`src/csia_pkg.sv`:
```
// Package with constants and carrier types of the stack and indirect addressing block
package csia_pkg;
    localparam int STACK_DEPTH = 16;
    localparam int PC_W = 16;
    localparam logic [3:0] SP_RESET = 4'h0;
    localparam logic [3:0] SP_TOP = 4'hf;
    localparam logic AVAIL_RESET = 1'b1;
    // Data-space addresses of the two indirect windows
    localparam logic [7:0] WIN0_ADDR = 8'h00;
    localparam logic [7:0] WIN1_ADDR = 8'h08;
    // Pointer mode encodings
    localparam logic [1:0] MODE_DEC = 2'b00;
    localparam logic [1:0] MODE_INC = 2'b01;
    // APB register byte offsets
    localparam logic [7:0] OFS_PTR0 = 8'h00;
    localparam logic [7:0] OFS_PTR1 = 8'h04;
    localparam logic [7:0] OFS_CTRL = 8'h08;
    localparam logic [7:0] OFS_STAT = 8'h0c;
    localparam logic [7:0] OFS_BANK = 8'h10;
    // Reset values of software registers
    localparam logic [7:0] PTR_RESET = 8'h00;
    localparam logic [3:0] MODES_RESET = 4'hf;
    localparam logic [7:0] BANK_RESET = 8'h00;

    typedef enum logic [1:0] {CSIA_OP_NONE, CSIA_OP_PUSH, CSIA_OP_POP} csia_stk_op_t;

    // Stack request from the sequencer
    typedef struct packed {
        logic push;
        logic pop;
        logic [15:0] pc;
    } csia_stk_req_t;

    // Indirect access request from the decoder
    typedef struct packed {
        logic rd;
        logic wr;
        logic win;
        logic [7:0] wdata;
    } csia_ind_req_t;

    // Memory-side port towards the data RAM
    typedef struct packed {
        logic rd;
        logic wr;
        logic [7:0] addr;
        logic [7:0] bank;
        logic [7:0] wdata;
    } csia_mem_req_t;

    typedef struct packed {
        logic [31:0] prdata;
        logic pready;
        logic pslverr;
    } csia_apb_rsp_t;
endpackage

```
`src/csia_stack.sv`:
```
// Sixteen-entry circular return stack with its availability flag
`timescale 1ns/1ps
module csia_stack (
    input wire logic clk,
    input wire logic reset,
    input wire csia_pkg::csia_stk_req_t req,
    output logic [15:0] top,
    output logic avail,
    output logic [3:0] sp
);
    import csia_pkg::*;

    logic [PC_W-1:0] mem_q [STACK_DEPTH];
    logic [3:0] sp_q;
    logic avail_q;
    logic locked_q;
    logic popped_first_q;
    logic pushed_q;
    csia_stk_op_t op;

    // Push wins if both are requested in one cycle
    always_comb begin
        op = CSIA_OP_NONE;
        if (req.push) begin
            op = CSIA_OP_PUSH;
        end else if (req.pop) begin
            op = CSIA_OP_POP;
        end
    end

    // Storage: pointer names the next free slot, overwrite oldest on wrap
    always_ff @(posedge clk) begin
        if (op == CSIA_OP_PUSH) begin
            mem_q[sp_q] <= req.pc;
        end
    end

    // Stack pointer, circular
    always_ff @(posedge clk or posedge reset) begin
        if (reset) begin
            sp_q <= SP_RESET;
        end else begin
            case (op)
                CSIA_OP_PUSH: sp_q <= sp_q + 4'h1;
                CSIA_OP_POP: sp_q <= sp_q - 4'h1;
                default: sp_q <= sp_q;
            endcase
        end
    end

    // Tracks pop-before-push after reset
    always_ff @(posedge clk or posedge reset) begin
        if (reset) begin
            pushed_q <= 1'b0;
            popped_first_q <= 1'b0;
        end else begin
            if (op == CSIA_OP_PUSH) begin
                pushed_q <= 1'b1;
                popped_first_q <= 1'b0;
            end else if (op == CSIA_OP_POP && !pushed_q) begin
                popped_first_q <= 1'b1;
            end
        end
    end

    // Lock: rollover F to 0, or the first push after an initial underflow
    always_ff @(posedge clk or posedge reset) begin
        if (reset) begin
            locked_q <= 1'b0;
        end else if (op == CSIA_OP_PUSH && (sp_q == SP_TOP || popped_first_q)) begin
            locked_q <= 1'b1;
        end
    end

    // Availability flag
    always_ff @(posedge clk or posedge reset) begin
        if (reset) begin
            avail_q <= AVAIL_RESET;
        end else begin
            avail_q <= 1'b1;
            if (op == CSIA_OP_PUSH) begin
                if (sp_q + 4'h1 == SP_TOP || sp_q == SP_TOP || popped_first_q || locked_q) begin
                    avail_q <= 1'b0;
                end
            end else if (op == CSIA_OP_POP) begin
                if (sp_q - 4'h1 == SP_TOP || locked_q) begin
                    avail_q <= 1'b0;
                end
            end else if (sp_q == SP_TOP || locked_q) begin
                avail_q <= 1'b0;
            end
        end
    end

    assign top = mem_q[sp_q - 4'h1];
    assign avail = avail_q;
    assign sp = sp_q;
endmodule

```
`src/csia_core.sv`:
```
// Return stack and indirect data addressing for the processor core
//
// Chosen here: the register offsets and register access over APB.
`timescale 1ns/1ps
module csia_core (
    input wire logic CLK,
    input wire logic RESET,
    // APB slave
    input wire logic PSEL,
    input wire logic PENABLE,
    input wire logic PWRITE,
    input wire logic [7:0] PADDR,
    input wire logic [31:0] PWDATA,
    output logic [31:0] PRDATA,
    output logic PREADY,
    output logic PSLVERR,
    // Stack requests from sequencer
    input wire csia_pkg::csia_stk_req_t STK_REQ,
    output logic [15:0] STK_TOP,
    output logic STACK_AVAILABLE_FLAG,
    // Indirect access requests from decoder
    input wire csia_pkg::csia_ind_req_t IND_REQ,
    output logic [7:0] IND_RDATA,
    output logic IND_VALID,
    output logic IND_ZERO_SET,
    // Data memory side
    output csia_pkg::csia_mem_req_t MEM_REQ,
    input wire logic [7:0] MEM_RDATA
);
    import csia_pkg::*;

    logic [7:0] ptr0_q;
    logic [7:0] ptr1_q;
    logic [7:0] ptr0_d;
    logic [7:0] ptr1_d;
    logic [3:0] modes_q;
    logic [7:0] bank_q;
    logic [7:0] rdata_q;
    logic valid_q;
    logic zero_q;
    logic [31:0] prdata_q;
    logic [7:0] sel_ptr;
    logic [1:0] sel_mode;
    logic blocked;
    logic apb_wr;
    logic apb_rd;
    logic ind_act;

    // Post-access pointer update by mode
    function automatic logic [7:0] next_ptr(input logic [7:0] p, input logic [1:0] m);
        case (m)
            MODE_DEC: next_ptr = p - 8'h01;
            MODE_INC: next_ptr = p + 8'h01;
            default: next_ptr = p;
        endcase
    endfunction

    // True when an address names one of the windows
    function automatic logic is_window(input logic [7:0] a);
        is_window = (a == WIN0_ADDR) || (a == WIN1_ADDR);
    endfunction

    // Return stack; its pointer never reaches the register map
    csia_stack u_stack (
        .clk(CLK),
        .reset(RESET),
        .req(STK_REQ),
        .top(STK_TOP),
        .avail(STACK_AVAILABLE_FLAG),
        .sp()
    );

    // The high program latch lives in the sequencer and is not wired here

    // Pick pointer and mode for the requested window
    always_comb begin
        if (IND_REQ.win) begin
            sel_ptr = ptr1_q;
            sel_mode = modes_q[3:2];
        end else begin
            sel_ptr = ptr0_q;
            sel_mode = modes_q[1:0];
        end
    end

    assign ind_act = IND_REQ.rd || IND_REQ.wr;
    assign blocked = (sel_ptr == 8'h00) || is_window(sel_ptr);
    assign apb_wr = PSEL && PENABLE && PWRITE;
    assign apb_rd = PSEL && !PENABLE && !PWRITE;

    // Memory request goes straight through in the same cycle
    always_comb begin
        MEM_REQ.addr = sel_ptr;
        MEM_REQ.bank = bank_q;
        MEM_REQ.wdata = IND_REQ.wdata;
        MEM_REQ.rd = IND_REQ.rd && !blocked;
        MEM_REQ.wr = IND_REQ.wr && !blocked;
    end

    // Read result and zero-flag request, registered
    always_ff @(posedge CLK or posedge RESET) begin
        if (RESET) begin
            rdata_q <= 8'h00;
            valid_q <= 1'b0;
            zero_q <= 1'b0;
        end else begin
            valid_q <= ind_act;
            zero_q <= IND_REQ.rd && blocked;
            if (IND_REQ.rd) begin
                rdata_q <= blocked ? 8'h00 : MEM_RDATA;
            end
        end
    end

    // Pointer next values: software write, else auto update
    always_comb begin
        ptr0_d = ptr0_q;
        ptr1_d = ptr1_q;
        if (apb_wr && PADDR == OFS_PTR0) begin
            ptr0_d = PWDATA[7:0];
        end else if (ind_act && !IND_REQ.win) begin
            ptr0_d = next_ptr(ptr0_q, modes_q[1:0]);
        end
        if (apb_wr && PADDR == OFS_PTR1) begin
            ptr1_d = PWDATA[7:0];
        end else if (ind_act && IND_REQ.win) begin
            ptr1_d = next_ptr(ptr1_q, modes_q[3:2]);
        end
    end

    // Pointer registers
    always_ff @(posedge CLK or posedge RESET) begin
        if (RESET) begin
            ptr0_q <= PTR_RESET;
            ptr1_q <= PTR_RESET;
        end else begin
            ptr0_q <= ptr0_d;
            ptr1_q <= ptr1_d;
        end
    end

    // Mode and bank registers
    always_ff @(posedge CLK or posedge RESET) begin
        if (RESET) begin
            modes_q <= MODES_RESET;
            bank_q <= BANK_RESET;
        end else if (apb_wr) begin
            if (PADDR == OFS_CTRL) begin
                modes_q <= PWDATA[3:0];
            end
            if (PADDR == OFS_BANK) begin
                bank_q <= PWDATA[7:0];
            end
        end
    end

    // APB read data captured in setup phase
    always_ff @(posedge CLK or posedge RESET) begin
        if (RESET) begin
            prdata_q <= 32'h0000_0000;
        end else if (apb_rd) begin
            case (PADDR)
                OFS_PTR0: prdata_q <= {24'h00_0000, ptr0_q};
                OFS_PTR1: prdata_q <= {24'h00_0000, ptr1_q};
                OFS_CTRL: prdata_q <= {28'h000_0000, modes_q};
                OFS_STAT: prdata_q <= {31'h0000_0000, STACK_AVAILABLE_FLAG};
                OFS_BANK: prdata_q <= {24'h00_0000, bank_q};
                default: prdata_q <= 32'h0000_0000;
            endcase
        end
    end

    // Unmapped or misaligned addresses answer with an error
    always_comb begin
        PREADY = 1'b1;
        PSLVERR = PSEL && PENABLE && !(PADDR == OFS_PTR0 || PADDR == OFS_PTR1 ||
            PADDR == OFS_CTRL || PADDR == OFS_STAT || PADDR == OFS_BANK ||
            (PWRITE && PADDR == OFS_STAT));
        PSLVERR = PSLVERR && !(PWRITE && PADDR == OFS_STAT);
    end

    assign PRDATA = prdata_q;
    assign IND_RDATA = rdata_q;
    assign IND_VALID = valid_q;
    assign IND_ZERO_SET = zero_q;
endmodule

```
`config.mk`:
```
export PLATFORM = sky130hd
export DESIGN_NAME = csia_core
export DESIGN_NICKNAME = d
export VERILOG_FILES = /design/src/csia_pkg.sv /design/src/csia_stack.sv /design/src/csia_core.sv
export SDC_FILE = /design/constraint.sdc
export NUM_CORES = 1
export LEC_CHECK = 0
export BUFFER_PORTS_ARGS = -buffer_cell sky130_fd_sc_hd__buf_2
export CORE_MARGIN = 5
export CORE_UTILIZATION = 58
export DETAILED_ROUTE_END_ITERATION = 10
export PLACE_DENSITY_LB_ADDON = 0.15
export SYNTH_ARGS = -nofsm -noshare
export SYNTH_HDL_FRONTEND = slang
export SYNTH_SLANG_ARGS = --single-unit
```
`constraint.sdc`:
```
create_clock -name CLK -period 4.5 [get_ports CLK]
set_input_delay 0.9 -clock CLK [delete_from_list [all_inputs] [get_ports CLK]]
set_output_delay 0.9 -clock CLK [all_outputs]
set_load 0.1 [all_outputs]
```
After elaboration in Yosys (flattened, before gate mapping):

Memories as Yosys holds them, arrays and structs flattened.
Cells that the tools add are included.

* register bits after elaboration: 78
* RAM bits: 256
* input port bits: 82
* word-level logic and storage cells: 104
* memories kept: 1

* add/sub/neg operators: 6
* equal/unequal tests: 12
* multiplexer cells: 21
* reductions and logical operators: 51

Memories
* u_stack.mem_q: words 16, width 16, read ports 1, clocked after memory_dff 0, write ports 1, RTL line csia_stack.sv:13 `logic [PC_W-1:0] mem_q [STACK_DEPTH];`

Operator list (number)
* 2-to-1 mux 8 bit: 6
* one-hot mux 8 bit (5 select lines): 1
* one-hot mux 8 bit (2 select lines): 2
* equality test 8 x 4 -> 1 bit (second input constant): 3
* adder 8 x 1 -> 8 bit (second input constant): 2
* logical AND 1 bit: 16
* logical NOT 8 bit: 2
* subtractor 8 x 1 -> 8 bit (second input constant): 2
* logical OR 1 bit: 14
* equality test 4 bit (second input constant): 3
* 2-to-1 mux 1 bit: 9
* equality test 8 x 3 -> 1 bit (second input constant): 1
* equality test 8 x 5 -> 1 bit (second input constant): 1
* one-hot mux 4 bit (2 select lines): 1
* AND reduction 2 bit: 4
* nonzero test 2 bit: 4
* logical NOT 1 bit: 7
* equality test 2 x 1 -> 1 bit (second input constant): 3
* nonzero test 3 bit: 2
* adder 4 x 1 -> 4 bit (second input constant): 1
* logical NOT 2 bit: 2
* 2-to-1 mux 2 bit: 2
* subtractor 4 x 1 -> 4 bit (second input constant): 1
* equality test 2 bit (second input constant): 1

Logic depth before layout (Yosys ltp):

* depth after elaboration: 9
* depth in mapped cells: 11
* depth with buffers taken out: 7

Cells and area by module:

From an unflattened synthesis, not the netlist that was laid out.

* cells, all modules: 819
* area, all modules: 13559.3 sq um

Modules (own cells, without submodules)
* csia_stack: times used 1, cells an instance 481, area each 10406.2 sq um
* csia_core: times used 1, cells an instance 338, area each 3153.0 sq um

Least setup slack after synthesis:

OpenSTA, ideal clock, no wires.

* path type: register -> output
* start: register u_stack.sp_q[0], in the netlist u_stack.sp[0]
* end: output port STK_TOP[10]
* arrival: 3.814 ns
* data required time: 3.600 ns
* setup slack: -0.214 ns
* cell stages (with the launch flop): 11
* buffers on the path: 6
* cells stage by stage: dfrtp_1 -> buf_2 -> buf_4 -> buf_2 -> inv_1 -> ha_1 -> buf_2 -> buf_2 -> buf_1 -> mux2i_1 -> a21oi_1

* longest elaborated chain between the ends: 2

RTL lines
* from (decl): RTL line csia_stack.sv:14 `logic [3:0] sp_q;`
* from (signal assigned): RTL line csia_stack.sv:44 `CSIA_OP_PUSH: sp_q <= sp_q + 4'h1;`
* from (signal assigned): RTL line csia_stack.sv:45 `CSIA_OP_POP: sp_q <= sp_q - 4'h1;`
* from (signal assigned): RTL line csia_stack.sv:46 `default: sp_q <= sp_q;`
* subtractor 4 x 1 -> 4 bit: RTL line csia_stack.sv:95 `assign top = mem_q[sp_q - 4'h1];`
* memory (16 x 16 bit)
* to (decl): RTL line csia_core.sv:19 `output logic [15:0] STK_TOP,`

Every way passes these cells.

Worst setup path in the final report:

* start: register u_stack.sp_q[0], in the netlist u_stack.sp[0]
* end: output port STK_TOP[5]

The elaborated chain is that of the path after synthesis.

==> impl_metrics.tcl <==
set metrics [dict create \
    grt_max_degree 65 \
    ys_top_cells_by_count "edfxtp_1 (256), mux4_2 (64), dfrtp_1 (49)" \
    synth_flop_cell "edfxtp_1" \
    final-max-slew-violation-count 0 \
    worstPathMaxFanout 50 \
    synth_top_cell_by_area "edfxtp_1" \
    antenna_found_initial 0 \
    start_util_pct 58.37 \
    fin_setup_tns_ps 0 \
    grt_util_met2_pct 36.81 \
    skew_ps 15.10 \
    io_buffer_count 103 \
    async_flop_share_pct 17.42 \
    final_nets 1034 \
    syn_inst 827 \
    cts_buffer_depth 3 \
    post_cts_resize_count 0 \
    syn_avg_cell_area_um2 16.42 \
    setup_slack_ps 340.3 \
    cp_cell_sequence "inv_1 -> ha_2 -> buf_12 -> mux4_2 -> nor2b_1 -> a211oi_1 -> a21oi_2 -> buf_2" \
    clk_pin_slew_ps 60 \
    synthesis.area_um2 13580 \
    pin_count 169 \
    slowest_stage "dfrtp_4" \
    r2r_end "ptr0_q[7]" \
    design.core.area_um2 23260 \
    hold_viol 0 \
    dpl.hpwl_um 18580 \
    grt_use_met1_pct 33.97 \
    required_ps 3600 \
    synth_top_area_share_pct 56.61 \
    finalWeightedCongestion 0.8397 \
    grt_overflow_total 0 \
    r2r_cells 7 \
    max_stage_delay_ps 600 \
    critPathKind "flip-flop to output pin" \
    drtPass1Iterations 5 \
    place_ws_ps 706.9 \
    drtIter0Drc 669 \
    synth-seq-area-share_pct 66.61 \
    grt_pass1_wl_um 46070 \
    synth_edf_count 256 \
    yosys_warnings 0 \
    endpoint_kind "output pin" \
    area.growth.synth_to_final_pct 13.85 \
    dieHeight_um 163.0 \
    status "finished clean" \
    clkSinkCount 310 \
    cts_tree "yes" \
    post_drt_wl_per_cell_um 23.70 \
    setup_viol_count_final 0 \
    path_delay_family "buffers and inverters" \
    r2r_slack_ps 1740 \
    grt-busiest-layer "met2" \
    synth_cell_type_count 54 \
    grt_usage_pct 22.92 \
    clock.fmax_mhz 240.4 \
    cts-buffers-inserted 34 \
    htree_num_levels 2 \
    synth_seq_cells 310 \
    tightest_slew_ps 1209 \
    max_cap_violations 0 \
    cp.arrival_ps 3260 \
    start_kind "flip-flop" \
    slew_headroom_pct 19.38 \
    worstReg2RegStart "modes_q[1]" \
    route.detailed.drc 0 \
    ant_nets 0 \
    insertion_delay_ps 510 \
    fin_crit_sh_pct 92.44 \
    die_x_um 163.0 \
    die_area_um2 26570 \
    hp-class "input pin to async pin" \
    drive_above_1_share_pct 29.87 \
    clockRootBuffer "clkbuf_16" \
    grtUsageMet3_pct 3.558 \
    period_minus_slack_ps 4160 \
    diodes 0 \
    post-synth-top-count-cell "edfxtp_1" \
    synth.area.top_cells "edfxtp_1 (57%), mux4_2 (11%), dfrtp_1 (9.0%)" \
    grt_setup_unrepaired "no" \
    worst-path-buf-inv 3 \
    crit_cells 8 \
    grt_pass1_vias 7868 \
    totalWireLength_um 30170 \
    vias 7669 \
    rows 56 \
    viasPerCell 6.024 \
]
## logic make-up after synthesis
kind of cell	Yosys count	share of synthesized area (%)
AO/OA/AOI/OAI	131	6.164
other	2	0.05530
adder cells (fa/ha/maj)	20	1.953
buffers and inverters	88	3.547
flip-flops	310	66.61
multiplexers	117	14.83
AND/OR/NAND/NOR	147	6.017
XOR/XNOR	12	0.8293
## area by class of cell
cell class / instances / area [um^2]
inverter: 16 / 60.06
sequential: 310 / 9049
fill: 1630 / 7802
clock buffer: 41 / 898.4
timing repair buffer: 118 / 683.2
clock inverter: 17 / 150.1
multi-input combinational: 452 / 4220
tap: 319 / 399.1
## how the worst max path moves through the flow
stage,from,endpoint
CTS,u_stack.sp[0],STK_TOP[5]
detailed placement,u_stack.sp[0],STK_TOP[5]
global route,u_stack.sp[0],STK_TOP[5]
floorplan,u_stack.sp[0],STK_TOP[10]
global placement,u_stack.sp[0],STK_TOP[5]
finish,u_stack.sp[0],STK_TOP[5]
## metal layers
layer | vias to the layer above | routed length, um
met5 | - | 0
met4 | 0 | 486
met3 | 43 | 1803
met2 | 271 | 14790
met1 | 3955 | 13090
li1 | 3400 | -
## per-stage QoR
step	cells	hold slack [ps]	util (%)	area, um^2
detailed placement	1214	452.3	61.84	14390
floorplan	850	436.8	-	13730
finish	1273	443.5	66.46	15460
global placement	1214	454.0	61.84	14390
global route	1273	481.4	66.46	15460
CTS	1272	448.4	66.35	15430
## flip-flops by register name, summed over array words and instances (netlist names), 4 cells and up
signal / cells
IND_RDATA: 8
PRDATA: 8
u_stack.sp: 4
u_stack.mem_q: 256
ptr1_q: 8
modes_q: 4
ptr0_q: 8
bank_q: 8
## what timing repair did
item	CTS	global route
hold endpoints to repair	0	0
buffers inserted	0	1
hold buffers	0	0
setup endpoints to repair	0	1
## layout by cell type, fill, tap and decap left out, types with 13 or more instances in the layout
master	n
edfxtp_1	256
buf_2	103
mux4_2	64
dfrtp_1	48
clkbuf_16	36
mux2i_1	32
nand2_1	31
nor2_1	26
a21oi_1	25
conb_1	25
o21ai_0	24
nor2b_1	22
a211oi_1	21
mux2_2	17
ha_1	17
a21oi_2	16
inv_1	15
and3_1	13
and2_1	13
## worst register-to-register path, stage by stage, from the launching register on
cell,delay (ps)
dfstp_2,580
nand2b_1,380
ha_1,360
a2111oi_0,390
o21ai_0,200
and3_1,220
or4_1,390
a31oi_1,170
Power is not shown: default switching activity piles up to over one toggle a cycle in this logic, so the estimate is an artifact.
